[src/design/sdrt_pkg.sv]
package sdrt_pkg;
   // Register map (word offsets as byte addresses)
   localparam logic [7:0] CTRL_OFS   = 8'h00;
   localparam logic [7:0] CLKCTL_OFS = 8'h04;
   localparam logic [7:0] LRLD_OFS   = 8'h08;
   localparam logic [7:0] HRLD_OFS   = 8'h0c;
   localparam logic [7:0] LCNT_OFS   = 8'h10;
   localparam logic [7:0] HCNT_OFS   = 8'h14;
   localparam logic [7:0] STAT_OFS   = 8'h18;
   localparam logic [7:0] MASK_OFS   = 8'h1c;
   // Control register fields
   localparam int CTRL_RUN_BIT   = 2;
   localparam int CTRL_SPLIT_BIT = 3;
   localparam int CTRL_CAPEN_BIT = 4;
   localparam int CTRL_LIEN_BIT  = 5;
   localparam int CTRL_XCLK_BIT  = 0;
   localparam int CTRL_TIEN_BIT  = 1;
   // Clock control fields
   localparam int CLK_LFAST_BIT = 0;
   localparam int CLK_HFAST_BIT = 1;
   // Status fields
   localparam int STAT_LOVF_BIT = 0;
   localparam int STAT_HOVF_BIT = 1;
   // Reset values
   localparam logic [7:0] CTRL_RST   = 8'h00;
   localparam logic [7:0] CLKCTL_RST = 8'h00;
   localparam logic [7:0] RLD_RST    = 8'h00;
   localparam logic [1:0] STAT_RST   = 2'h0;
   localparam logic [1:0] MASK_RST   = 2'h3;
   // Timing counts
   localparam int SYS_DIV = 12;
   localparam int EXT_DIV = 8;
   typedef struct packed {
      logic [7:0]  addr;
      logic [31:0] wdata;
      logic        wr;
      logic        rd;
   } sdrt_bus_req_t;
endpackage : sdrt_pkg

[src/design/sdrt_timer.sv]
// Decided for this implementation: the address map and the plain strobed port.
`timescale 1ns/1ps
module sdrt_timer (
   input  wire logic                  ref_clk_i,
   input  wire logic                  sys_rst_i,
   input  wire logic                  clk_en_i,
   input  wire logic                  ext_clk_i,
   input  wire sdrt_pkg::sdrt_bus_req_t bus_i,
   output logic [31:0]                rdata_o,
   output logic                       irq_o
);
   logic [7:0] ctrl_reg, clkctl_reg, lrld_reg, hrld_reg, lcnt_reg, hcnt_reg;
   logic [1:0] stat_reg, mask_reg;
   logic [3:0] div_reg;
   logic [2:0] ext_sync_reg;
   logic [2:0] ext_div_reg;
   logic [31:0] rdata_reg;

   wire wr_ctrl   = bus_i.wr && bus_i.addr == sdrt_pkg::CTRL_OFS;
   wire wr_clkctl = bus_i.wr && bus_i.addr == sdrt_pkg::CLKCTL_OFS;
   wire wr_lrld   = bus_i.wr && bus_i.addr == sdrt_pkg::LRLD_OFS;
   wire wr_hrld   = bus_i.wr && bus_i.addr == sdrt_pkg::HRLD_OFS;
   wire wr_lcnt   = bus_i.wr && bus_i.addr == sdrt_pkg::LCNT_OFS;
   wire wr_hcnt   = bus_i.wr && bus_i.addr == sdrt_pkg::HCNT_OFS;
   wire wr_stat   = bus_i.wr && bus_i.addr == sdrt_pkg::STAT_OFS;
   wire wr_mask   = bus_i.wr && bus_i.addr == sdrt_pkg::MASK_OFS;

   // Clock source enables
   wire sys12_tick = (div_reg == 4'(sdrt_pkg::SYS_DIV - 1));
   wire ext_rise   = ext_sync_reg[1] && !ext_sync_reg[2];
   wire ext8_tick  = ext_rise && (ext_div_reg == 3'(sdrt_pkg::EXT_DIV - 1));
   wire slow_tick  = ctrl_reg[sdrt_pkg::CTRL_XCLK_BIT] ? ext8_tick : sys12_tick;
   wire l_tick     = clkctl_reg[sdrt_pkg::CLK_LFAST_BIT] ? 1'b1 : slow_tick;
   wire h_tick     = clkctl_reg[sdrt_pkg::CLK_HFAST_BIT] ? 1'b1 : slow_tick;

   wire split_on = ctrl_reg[sdrt_pkg::CTRL_SPLIT_BIT] && !ctrl_reg[sdrt_pkg::CTRL_CAPEN_BIT];
   wire l_inc    = split_on && l_tick;
   wire h_inc    = split_on && h_tick && ctrl_reg[sdrt_pkg::CTRL_RUN_BIT];
   wire l_ovf    = l_inc && lcnt_reg == 8'hff;
   wire h_ovf    = h_inc && hcnt_reg == 8'hff;
   wire [7:0] lcnt_next = l_ovf ? lrld_reg : lcnt_reg + 8'h01;
   wire [7:0] hcnt_next = h_ovf ? hrld_reg : hcnt_reg + 8'h01;

   // Set wins over a software clear
   wire [1:0] stat_clr  = wr_stat ? bus_i.wdata[1:0] : 2'h0;
   wire [1:0] stat_next = (stat_reg & ~stat_clr) | {h_ovf, l_ovf};

   wire       irq_src_l = ctrl_reg[sdrt_pkg::CTRL_LIEN_BIT] && stat_reg[sdrt_pkg::STAT_LOVF_BIT];
   wire       irq_src_h = stat_reg[sdrt_pkg::STAT_HOVF_BIT];
   wire [1:0] irq_pend  = {irq_src_h, irq_src_l} & ~mask_reg;
   assign irq_o = ctrl_reg[sdrt_pkg::CTRL_TIEN_BIT] && |irq_pend;

   wire [31:0] rd_mux =
      (bus_i.addr == sdrt_pkg::CTRL_OFS)   ? {24'h0, ctrl_reg} :
      (bus_i.addr == sdrt_pkg::CLKCTL_OFS) ? {24'h0, clkctl_reg} :
      (bus_i.addr == sdrt_pkg::LRLD_OFS)   ? {24'h0, lrld_reg} :
      (bus_i.addr == sdrt_pkg::HRLD_OFS)   ? {24'h0, hrld_reg} :
      (bus_i.addr == sdrt_pkg::LCNT_OFS)   ? {24'h0, lcnt_reg} :
      (bus_i.addr == sdrt_pkg::HCNT_OFS)   ? {24'h0, hcnt_reg} :
      (bus_i.addr == sdrt_pkg::STAT_OFS)   ? {30'h0, stat_reg} :
      (bus_i.addr == sdrt_pkg::MASK_OFS)   ? {30'h0, mask_reg} : 32'h0;
   assign rdata_o = rdata_reg;

   always_ff @(posedge ref_clk_i) begin
      if (sys_rst_i) begin
         div_reg      <= 4'h0;
         ext_sync_reg <= 3'h0;
         ext_div_reg  <= 3'h0;
      end else if (clk_en_i) begin
         div_reg      <= sys12_tick ? 4'h0 : div_reg + 4'h1;
         ext_sync_reg <= {ext_sync_reg[1:0], ext_clk_i};
         if (ext_rise) ext_div_reg <= ext_div_reg + 3'h1;
      end
   end

   always_ff @(posedge ref_clk_i) begin
      if (sys_rst_i) begin
         ctrl_reg   <= sdrt_pkg::CTRL_RST;
         clkctl_reg <= sdrt_pkg::CLKCTL_RST;
         lrld_reg   <= sdrt_pkg::RLD_RST;
         hrld_reg   <= sdrt_pkg::RLD_RST;
         mask_reg   <= sdrt_pkg::MASK_RST;
         stat_reg   <= sdrt_pkg::STAT_RST;
         lcnt_reg   <= 8'h00;
         hcnt_reg   <= 8'h00;
         rdata_reg  <= 32'h0;
      end else if (clk_en_i) begin
         if (wr_ctrl)   ctrl_reg   <= bus_i.wdata[7:0];
         if (wr_clkctl) clkctl_reg <= bus_i.wdata[7:0];
         if (wr_lrld)   lrld_reg   <= bus_i.wdata[7:0];
         if (wr_hrld)   hrld_reg   <= bus_i.wdata[7:0];
         if (wr_mask)   mask_reg   <= bus_i.wdata[1:0];
         stat_reg <= stat_next;
         if (wr_lcnt) lcnt_reg <= bus_i.wdata[7:0];
         else if (l_inc) lcnt_reg <= lcnt_next;
         if (wr_hcnt) hcnt_reg <= bus_i.wdata[7:0];
         else if (h_inc) hcnt_reg <= hcnt_next;
         rdata_reg <= bus_i.rd ? rd_mux : 32'h0;
      end
   end

   AST_HOVF_SET: assert property (@(posedge ref_clk_i) disable iff (sys_rst_i)
      clk_en_i && h_ovf |=> stat_reg[1]) else $error("High flag not set");
   AST_LOVF_SET: assert property (@(posedge ref_clk_i) disable iff (sys_rst_i)
      clk_en_i && l_ovf |=> stat_reg[0]) else $error("Low flag not set");
   AST_HRELOAD: assert property (@(posedge ref_clk_i) disable iff (sys_rst_i)
      clk_en_i && h_ovf && !wr_hcnt && !wr_hrld |=> hcnt_reg == $past(hrld_reg)) else $error("High reload missed");
   AST_LRELOAD: assert property (@(posedge ref_clk_i) disable iff (sys_rst_i)
      clk_en_i && l_ovf && !wr_lcnt && !wr_lrld |=> lcnt_reg == $past(lrld_reg)) else $error("Low reload missed");
   AST_HSTOP: assert property (@(posedge ref_clk_i) disable iff (sys_rst_i)
      !ctrl_reg[2] && !wr_hcnt |=> $stable(hcnt_reg)) else $error("High ran while stopped");
   AST_LRUN: assert property (@(posedge ref_clk_i) disable iff (sys_rst_i)
      clk_en_i && split_on && clkctl_reg[0] && !wr_lcnt && lcnt_reg != 8'hff |=> lcnt_reg == $past(lcnt_reg) + 8'h01)
      else $error("Low not counting");
   AST_STICKY: assert property (@(posedge ref_clk_i) disable iff (sys_rst_i)
      stat_reg[1] && !(wr_stat && bus_i.wdata[1]) |=> stat_reg[1]) else $error("Flag cleared by hardware");
   AST_IRQ_H: assert property (@(posedge ref_clk_i) disable iff (sys_rst_i)
      ctrl_reg[1] && stat_reg[1] && !mask_reg[1] |-> irq_o) else $error("High irq missing");
   AST_IRQ_L: assert property (@(posedge ref_clk_i) disable iff (sys_rst_i)
      !ctrl_reg[5] && !stat_reg[1] |-> !irq_o) else $error("Low irq without enable");
   AST_SLOW: assert property (@(posedge ref_clk_i) disable iff (sys_rst_i)
      sys12_tick && clk_en_i |=> !sys12_tick [*8]) else $error("Divider too fast");
   COV_HOVF: cover property (@(posedge ref_clk_i) h_ovf);
   COV_LOVF: cover property (@(posedge ref_clk_i) l_ovf);
   COV_BOTH: cover property (@(posedge ref_clk_i) h_ovf && l_ovf);
   COV_EXT:  cover property (@(posedge ref_clk_i) ext8_tick && l_inc);
endmodule : sdrt_timer

[config.mk]
export PLATFORM = sky130hd
export DESIGN_NAME = sdrt_timer
export DESIGN_NICKNAME = d
export VERILOG_FILES = /design/src/design/sdrt_pkg.sv /design/src/design/sdrt_timer.sv
export SDC_FILE = /design/constraint.sdc
export NUM_CORES = 1
export LEC_CHECK = 0
export ABC_AREA = 0
export BUFFER_PORTS_ARGS = -buffer_cell sky130_fd_sc_hd__buf_4
export CORE_ASPECT_RATIO = 0.5
export CORE_UTILIZATION = 60
export CTS_CLUSTER_DIAMETER = 100
export CTS_CLUSTER_SIZE = 16
export DETAILED_ROUTE_END_ITERATION = 10
export MAX_ROUTING_LAYER = met4
export PLACE_DENSITY_LB_ADDON = 0.25
export RECOVER_POWER = 50
export REMOVE_ABC_BUFFERS = 1
export SETUP_SLACK_MARGIN = 0.2
export SKIP_LAST_GASP = 1
export SLEW_MARGIN = 10
export SYNTH_ARGS = -nofsm -noshare
export SYNTH_HDL_FRONTEND = slang
export SYNTH_SLANG_ARGS = --single-unit
[constraint.sdc]
create_clock -name ref_clk_i -period 4.8 [get_ports ref_clk_i]
set_input_delay 0.96 -clock ref_clk_i [delete_from_list [all_inputs] [get_ports ref_clk_i]]
set_output_delay 0.96 -clock ref_clk_i [all_outputs]
set_load 0.02 [all_outputs]
==> flow_summary.toml, run 1 <==
[status]
status = "complete, but fails checks"
violations = "max-capacitance violations, max-slew violations"

[hold_path]
min-delay-start = "rdata_o[1]$_SDFFE_PP0P_"
hold_end = "rdata_o[1]$_SDFFE_PP0P_"
hold-path-cell-count = 2
min_path_type = "flop to flop"

[place]
dp.cells = 558
routabilityCongestion = 0.931
portBuffers = 30
dp_hpwl_um = 7170
dpl_cell_area_mm2 = 0.00414

[synth]
syn-cell-area_mm2 = 0.00400
synth.yosys.seq_area_share_pct = 35.0
ys_seq_elements = 70
async_reset_ff_share_pct = 0
synth_edf_count = 0
synth.avg_cell_area_um2 = 8.59
synth_cell_type_count = 66
synthCells = 466
synth-warning-count = 0
synth_flop_cell = "dfxtp_1"

[final_layout]
fin_util_pct = 70.1
antennaDiodeCount = 0
final_cells = 574
area_growth_pct = 9.53
stdcell_area_mm2 = 0.00439
drive_gt1_share_pct = 11.7
nets = 532

[worst_setup_path]
arrival_ps = 3900
cp_slowest_cell = "nor3_1"
r2r_start = "ext_div_reg[0]$_SDFFE_PP0P_"
path_cells = "clkbuf_1, nand2_1, nor3_1, mux2i_1, nor2_1"
critPathTopFamily = "simple AND/OR/NAND/NOR gates"
criticalPathCategory = "input port to flop"
crit_path_start = "clk_en_i"
slowest_delay_ps = 1320
r2r_setup_slack_ps = 2300
path_max_fanout = 19
worstReg2RegEnd = "lcnt_reg[2]$_SDFFE_PP0P_"
crit_path_end_kind = "flop"
cp_num_buf_inv = 1
worstRegToRegCells = 7
critPathLaunchType = "input port"
worstPathRequired_ps = 5000

[clock_network]
clock-sinks = 70
cts_tree = "built"
holdBufCountCts = 0
cts_buffer_depth = 2
clk_latency_ps = 340
clock-root-buffer = "clkbuf_16"
clk_pin_slew_worst_paths_ps = 50
cts_buffers = 9
cts_resized = 0
htreeDepth = 3
post-cts-setup-buffers = 0

[die]
num_rows = 20
boundaryPins = 79
start_util_pct = 64.0
core_mm2 = 0.00626
die_w_um = 118
die_h_um = 59.8
die_area_mm2 = 0.00702

[route]
routedWlPerCell_um = 17.6
drc = 0
vias = 3539
antenna_left = 0
wirelength_um = 10100
viasPerCell = 6.17
first_iter_violations = 487
first_pass_iters = 5

[timing]
slew_viol_final = 9
setup_viol = 0
setup_tns_ps = 0
hold_violations = 0
fin_crit_sh_pct = 77.1
finalCriticalPeriod_ps = 3700
grt_setup_unrepaired = "false"
tightest_slew_ps = 1550
final.setup_skew_ps = 6.77
clock.fmax_mhz = 270
slew_headroom_pct = -4.03

[power]
p_leak_nw = 1.63
p_per_area_mw_per_mm2 = 308
ir_worst_vdd_v = 0.000231

[global_routing]
grt_pass1_vias = 3066
antenna_found_initial = 0
grt_max_degree = 58
track_usage_pct = 31.0
grt_pass1_wl_um = 15900
grt-ovfl-total = 0

[job]
cap_violations = 1
## worst max path at each step
| stage | to | slack [ps] | depth (start not counted) |
|---|---|---|---|
| global route | lrld_reg[2]$_SDFFE_PP0P_ | 960 | 5 |
| global placement | lcnt_reg[1]$_SDFFE_PP0P_ | 1660 | 6 |
| CTS | lcnt_reg[1]$_SDFFE_PP0P_ | 1930 | 6 |
| floorplan | lcnt_reg[1]$_SDFFE_PP0P_ | 1810 | 5 |
| detailed placement | lcnt_reg[1]$_SDFFE_PP0P_ | 1580 | 6 |
| finish | lrld_reg[2]$_SDFFE_PP0P_ | 1100 | 5 |
## cell type report
cell class                      instances  area [um2]
Clock inverter                          4        45.0
Multi-Input combinational cell        363        2360
Tap cell                               88         110
Inverter                                7        26.3
Sequential cell                        70        1400
Timing Repair Buffer                   30         188
Clock buffer                           12         256
Fill cell                             521        1870
## synthesized netlist by cell type, drive strengths merged, types with 3 or more instances
cell | n | area (um2)
a32o | 5 | 50.1
o211ai | 7 | 52.6
mux2i | 42 | 420
a311oi | 3 | 26.3
nand2 | 42 | 165
a2bb2oi | 3 | 32.5
a221oi | 5 | 43.8
xnor2 | 4 | 35.0
inv | 7 | 26.3
nand3 | 17 | 95.1
nand4 | 3 | 25.0
a21o | 3 | 22.5
nor2 | 63 | 246
and3 | 7 | 43.8
a211oi | 6 | 45.0
o21ai | 39 | 195
nor4 | 3 | 40.0
o41ai | 4 | 65.1
dfxtp | 70 | 1400
buf | 34 | 235
clkbuf | 15 | 57.6
nor3 | 9 | 72.6
a21boi | 3 | 26.3
a21oi | 12 | 60.1
nand3b | 3 | 22.5
a31oi | 10 | 62.6
xor2 | 8 | 70.1
ha | 5 | 62.6
nor2b | 4 | 25.0
## metal layers
| layer | up-vias | wire length (um) | global-route usage [%] | part of all wire, % |
|---|---|---|---|---|
| met2 | 195 | 4300 | 46.2 | 42 |
| met1 | 1645 | 4450 | 40.0 | 44 |
| li1 | 1674 | - | - | - |
| met4 | 0 | 184 | 8.79 | 1.8 |
| met3 | 25 | 1190 | 10.8 | 12 |
| met5 | - | 0 | - | 0 |
## stage by stage
stage	power, mW	setup WS (ps)	hold WS [ps]
floorplan	0.642	1810	444
global placement	0.690	1660	440
detailed placement	0.690	1580	449
CTS	1.36	1930	466
global route	1.39	959	486
finish	1.35	1100	461
## power breakdown
group | total, mW | leakage, nW | switching (mW) | internal [mW]
logic | 0.0922 | 0.910 | 0.0666 | 0.0255
clock network | 0.669 | 0.152 | 0.241 | 0.428
registers | 0.587 | 0.564 | 0.00292 | 0.584
total | 1.35 | 1.63 | 0.311 | 1.04
## placed cells by master, fill, tap and decap left out, types with 5 or more instances in the layout
cell type  netlist  final
nor2_1          61     61
ha_1             5      5
o21ai_0         34     34
buf_4           25     20
a31oi_1         10     10
conb_1           1     24
nand2_1         41     41
a21oi_1         12     12
o211ai_1         7      7
and3_1           7      7
nand3_1         15     15
a211oi_1         6      6
a221oi_1         5      5
inv_1            7      7
dfxtp_1         70     70
o21ai_1          5      5
a32o_1           5      5
clkbuf_1        14     11
xor2_1           8      8
clkbuf_16        0      9
nor3_1           6      7
mux2i_1         42     42
## cell families (layout without fill, tap and decap cells)
| logic type | Yosys count | in the layout | share of synthesized area [%] |
|---|---|---|---|
| simple gates | 167 | 167 | 21.9 |
| compound gates | 112 | 112 | 20.1 |
| flops | 70 | 70 | 35.0 |
| buf+inv | 56 | 53 | 7.97 |
| mux | 43 | 43 | 10.8 |
| xor+xnor | 12 | 12 | 2.62 |
| fa+ha+maj | 5 | 5 | 1.56 |
| other cells | 1 | 24 | 0.0937 |
## worst reg2reg max path, delay by kind of cell (launching register included)
kind,cells,cell delay [ps]
AOI/OAI and AO/OA,4,1400
adders and majority gates,2,380
DFF,1,320
and+or+nand+nor,1,260
No activity file was read; power rests on OpenSTA's default activity.
==> run 2, diff against run 1 <==
--- a/config.mk
+++ b/config.mk
@@ -5,10 +5,10 @@
 export SDC_FILE = /design/constraint.sdc
 export NUM_CORES = 1
 export LEC_CHECK = 0
-export ABC_AREA = 0
+export ABC_AREA = 1
 export BUFFER_PORTS_ARGS = -buffer_cell sky130_fd_sc_hd__buf_4
 export CORE_ASPECT_RATIO = 0.5
-export CORE_UTILIZATION = 60
+export CORE_UTILIZATION = 55
 export CTS_CLUSTER_DIAMETER = 100
 export CTS_CLUSTER_SIZE = 16
 export DETAILED_ROUTE_END_ITERATION = 10
==> constraint.sdc (replaced) <==
create_clock -name ref_clk_i -period 3.7 [get_ports ref_clk_i]
set_input_delay 0.74 -clock ref_clk_i [delete_from_list [all_inputs] [get_ports ref_clk_i]]
set_output_delay 0.74 -clock ref_clk_i [all_outputs]
set_load 0.02 [all_outputs]
==> flow_summary.toml, run 2 <==
[status]
status = "finished, final reports clean"

[die]
die_w_um = 122
die_h_um = 62.0
die_area_mm2 = 0.00757
core_mm2 = 0.00683
boundaryPins = 79
start_util_pct = 58.0
num_rows = 21

[route]
wirelength_um = 10400
viasPerCell = 5.52
antenna_left = 0
vias = 3824
drc = 0
first_iter_violations = 359
routedWlPerCell_um = 15.0
first_pass_iters = 5

[timing]
clock.fmax_mhz = 401
setup_tns_ps = 0
slew_headroom_pct = 50.7
finalCriticalPeriod_ps = 2490
setup_viol = 0
fin_crit_sh_pct = 67.3
final.setup_skew_ps = 6.61
hold_violations = 0
tightest_slew_ps = 740
grt_setup_unrepaired = "false"
slew_viol_final = 0

[synth]
ys_top_cells_by_count = "nand2_1, a21oi_1, dfxtp_1, inv_1, o21ai_0"
synth.yosys.seq_area_share_pct = 35.4
synth_top_area_cell = "dfxtp_1"
synth_flop_cell = "dfxtp_1"
synth-warning-count = 0
yosysTopAreaCellShare_pct = 35.4
async_reset_ff_share_pct = 0
syn-cell-area_mm2 = 0.00396
synth_edf_count = 0
ys_seq_elements = 70
synth_cell_type_count = 36
synth.avg_cell_area_um2 = 6.95
synthCells = 570
yosysMostFrequentCell = "nand2_1"
synthTopCellsByArea = "dfxtp_1, a21oi_1, nand2_1"

[global_routing]
grt_max_degree = 48
track_usage_pct = 30.1
antenna_found_initial = 0
grt_pass1_wl_um = 16200
grt-ovfl-total = 0
grt_pass1_vias = 3195

[hold_path]
min_path_type = "flop to flop"

[power]
power_frac_seq_pct = 40.8
ir_worst_vdd_v = 0.000245
p_int_mw = 1.45
finalPower_mw = 1.87
p_leak_nw = 1.84
p_clk_share_pct = 53.2
sw_frac_of_total_pct = 22.5
power_frac_comb_pct = 6.0
p_switching_mw = 0.422
p_per_area_mw_per_mm2 = 423

[worst_setup_path]
critPathLaunchType = "input port"
criticalPathCategory = "input port to flop"
crit_path_end_kind = "flop"
arrival_ps = 2770
worstPathRequired_ps = 3980
path_max_fanout = 11

[place]
portBuffers = 30
routabilityCongestion = 0.902
dp_hpwl_um = 7520

[final_layout]
antennaDiodeCount = 0
final_common_cell = "nand2_1"
nets = 647
area_growth_pct = 11.7
layout_common_cells = "nand2_1, a21oi_1, dfxtp_1"
drive_gt1_share_pct = 10.1
fillCellCount = 637

[clock_network]
clk_pin_slew_worst_paths_ps = 60
clock-root-buffer = "clkbuf_16"
holdBufCountCts = 0
cts_buffer_depth = 2
cts_buffers = 9
post-cts-setup-buffers = 0
cts_tree = "built"
htreeDepth = 3
clock-sinks = 70
clk_latency_ps = 350
cts_resized = 0

[job]
cap_violations = 0
[run 2: critical path: stages]
cell and delay, ps:
buf_4 110, inv_1 40, nand2_1 190, nor2_2 200, inv_1 100, nor2_1 550, nand2_1 390, inv_1 270
nor2_1 60, nor2_1 100
[run 2: through the flow]
step	utilization [%]	cell area, um2	hold WS, ps	worst slack [ps]	std cells
2_1_floorplan	-	3800	432	1640	554
3_3_place_gp	60.8	4150	443	1230	677
3_5_place_dp	60.8	4150	448	1130	677
4_1_cts	65.8	4490	458	1480	693
5_1_grt	64.8	4430	482	1020	693
6_report	64.8	4430	454	1210	693
[run 2: power groups by stage]
| stage | clock, mW | combinational (mW) | sequential [mW] |
|---|---|---|---|
| CTS | 1.00 | 0.113 | 0.764 |
| finish | 0.996 | 0.113 | 0.764 |
| global placement | 0 | 0.112 | 0.780 |
| detailed placement | 0 | 0.112 | 0.780 |
| global route | 1.02 | 0.124 | 0.764 |
| floorplan | 0 | 0.0665 | 0.780 |
[run 2: path summary, 6_finish.rpt]
path | endpoint | cells past startpoint | slack (ps) | from
max reg2reg | lcnt_reg[6]$_SDFFE_PP0P_ | 7 | 1540 | div_reg[0]$_SDFFE_PP0P_
max | clkctl_reg[3]$_SDFFE_PP0P_ | 10 | 1210 | bus_i[34]
min reg2reg | ext_div_reg[0]$_SDFFE_PP0P_ | 1 | 450 | ext_div_reg[0]$_SDFFE_PP0P_
min | ext_div_reg[0]$_SDFFE_PP0P_ | 1 | 450 | ext_div_reg[0]$_SDFFE_PP0P_
[run 2: cell type report]
class	count	area (um2)	area share [%]
clock inverter	5	108	2.43
timing repair buffer	31	195	4.41
inverter	65	246	5.57
clock buffer	11	233	5.26
sequential	70	1400	31.7
tap	92	115	2.60
multi-input combinational	419	2130	48.1
[run 2: logic make-up after synthesis]
family	synth area share (%)
xor gates and xnor gates	2.43
other	0.0947
and+or+nand+nor	28.5
AOI/OAI and AO/OA	19.6
adders and majority gates	1.58
buffers and inverters	12.4
DFF	35.4
[run 2: per-layer routing]
metal	track usage, %	up-vias	part of all wire, %
met1	39.5	1746	48
met5	-	-	0
li1	-	1881	-
met2	43.8	179	41
met3	10.0	18	10
met4	9.17	0	1.5
==> run 3, diff against run 2 <==
--- a/config.mk
+++ b/config.mk
@@ -8,7 +8,7 @@
 export ABC_AREA = 1
 export BUFFER_PORTS_ARGS = -buffer_cell sky130_fd_sc_hd__buf_4
 export CORE_ASPECT_RATIO = 0.5
-export CORE_UTILIZATION = 55
+export CORE_UTILIZATION = 50
 export CTS_CLUSTER_DIAMETER = 100
 export CTS_CLUSTER_SIZE = 16
 export DETAILED_ROUTE_END_ITERATION = 10
==> constraint.sdc (replaced) <==
create_clock -name ref_clk_i -period 2 [get_ports ref_clk_i]
set_input_delay 0.4 -clock ref_clk_i [delete_from_list [all_inputs] [get_ports ref_clk_i]]
set_output_delay 0.4 -clock ref_clk_i [all_outputs]
set_load 0.02 [all_outputs]
==> flow_summary.toml, run 3 (synthesized netlist as in run 2, its figures left out) <==
[status]
status = "finished, final reports clean"

[timing]
final.setup_skew_ps = 3.40
hold_violations = 0
finalCriticalPeriod_ps = 1740
setup_viol = 0
slew_viol_final = 0
finalWorstSetupSlack_ps = 263
fin_crit_sh_pct = 86.8
clock.fmax_mhz = 576
grt_setup_unrepaired = "true"
setup_tns_ps = 0

[route]
viasPerCell = 5.24
first_pass_iters = 6
routedWlPerCell_um = 14.4
vias = 3793
wirelength_um = 10400
first_iter_violations = 283
antenna_left = 0
drc = 0

[worst_setup_path]
crit_path_end_kind = "flop"
critPathLaunchType = "flop"
slowest_delay_ps = 340
critPathTopFamily = "simple AND/OR/NAND/NOR gates"
cp_slowest_cell = "dfxtp_2"
path_cells = "ha_1, nand3_1, o211ai_4, buf_4, nand3_4, or2_0, nand2_1, a21oi_1"
arrival_ps = 1950
cp_num_buf_inv = 1
criticalPathCategory = "flop to flop"
path_max_fanout = 10
worstPathRequired_ps = 2220

[die]
start_util_pct = 52.9
core_mm2 = 0.00749
boundaryPins = 79
die_h_um = 64.9
num_rows = 22
die_area_mm2 = 0.00830
die_w_um = 128

[clock_network]
holdBufCountCts = 0
cts_buffers = 9
cts_buffer_depth = 2
clock-sinks = 70
htreeDepth = 3
clock-root-buffer = "clkbuf_16"
clk_latency_ps = 330
clk_pin_slew_worst_paths_ps = 60
cts_tree = "built"

[place]
post-place-ws_ps = 64.6
dp_hpwl_um = 7700
portBuffers = 30
routabilityCongestion = 0.918
dp.cells = 703

[final_layout]
nets = 663
antennaDiodeCount = 0
final_cells = 724
final_common_cell = "nand2_1"
layout_common_cells = "nand2_1, a21oi_1, dfxtp_1"
area_growth_pct = 16.0
drive_gt1_share_pct = 14.1

[global_routing]
grt_max_degree = 47
grt-ovfl-total = 0
grt_pass1_wl_um = 16900
track_usage_pct = 27.6
grt_pass1_vias = 3438
antenna_found_initial = 0

[power]
p_leak_nw = 1.89
p_per_area_mw_per_mm2 = 700
ir_worst_vdd_v = 0.000453

[hold_path]
min_path_type = "input port to flop"

[job]
cap_violations = 0
[run 3: cell types whose count changed in the layout (fill, tap and decap cells not counted), sizes merged]
| cell | delta |
|---|---|
| clkinvlp | +2 |
| clkinv | -2 |
| buf | +15 |
| bufinv | -2 |
| clkbuf | +2 |
[run 3: final cells by class]
type	count	area, um2
Timing Repair Buffer	47	340
Multi-Input combinational cell	419	2180
Clock buffer	12	246
Tap cell	108	135
Clock inverter	3	45.0
Inverter	65	246
Sequential cell	70	1410
Fill cell	706	2890
[run 3: repair_timing]
item | CTS | global route
buffers inserted | 5 | 1
pin swaps | 4 | 6
gates resized for setup | 2 | 19
endpoints found under the setup margin | 16 | 18
[run 3: final timing paths]
check	startpoint	end	slack, ps	cells past startpoint
setup / recovery	div_reg[0]$_SDFFE_PP0P_	lcnt_reg[1]$_SDFFE_PP0P_	260	8
hold / removal	ext_clk_i	ext_sync_reg[0]$_SDFFE_PP0P_	290	3
setup reg to reg	div_reg[0]$_SDFFE_PP0P_	lcnt_reg[1]$_SDFFE_PP0P_	260	8
hold reg to reg	ctrl_reg[7]$_SDFFE_PP0P_	ctrl_reg[7]$_SDFFE_PP0P_	450	2
[run 3: where the power goes]
part	leakage, nW	switching, mW	internal (mW)
logic	1.19	0.156	0.0607
registers	0.566	0.00659	1.41
clock network	0.135	0.596	0.993
[run 3: tightest hold or removal path: cells and delay by family]
kind | cells | cell delay, ps
simple gates | 2 | 110
buf+inv | 1 | 80
[run 3: stage by stage]
step	util, %	total power, mW	hold slack [ps]	area, um2
floorplan	-	1.57	432	3800
global placement	57.1	1.66	441	4270
detailed placement	57.1	1.66	447	4270
CTS	61.6	3.22	290	4610
global route	61.4	3.31	299	4600
finish	61.4	3.22	290	4600
[run 3: routing by layer]
metal	track usage (%)	vias up	part of all wire, %
li1	-	1919	-
met4	7.65	0	0.93
met5	-	-	0
met2	41.1	158	42
met1	37.6	1708	47
met3	6.44	8	9.8
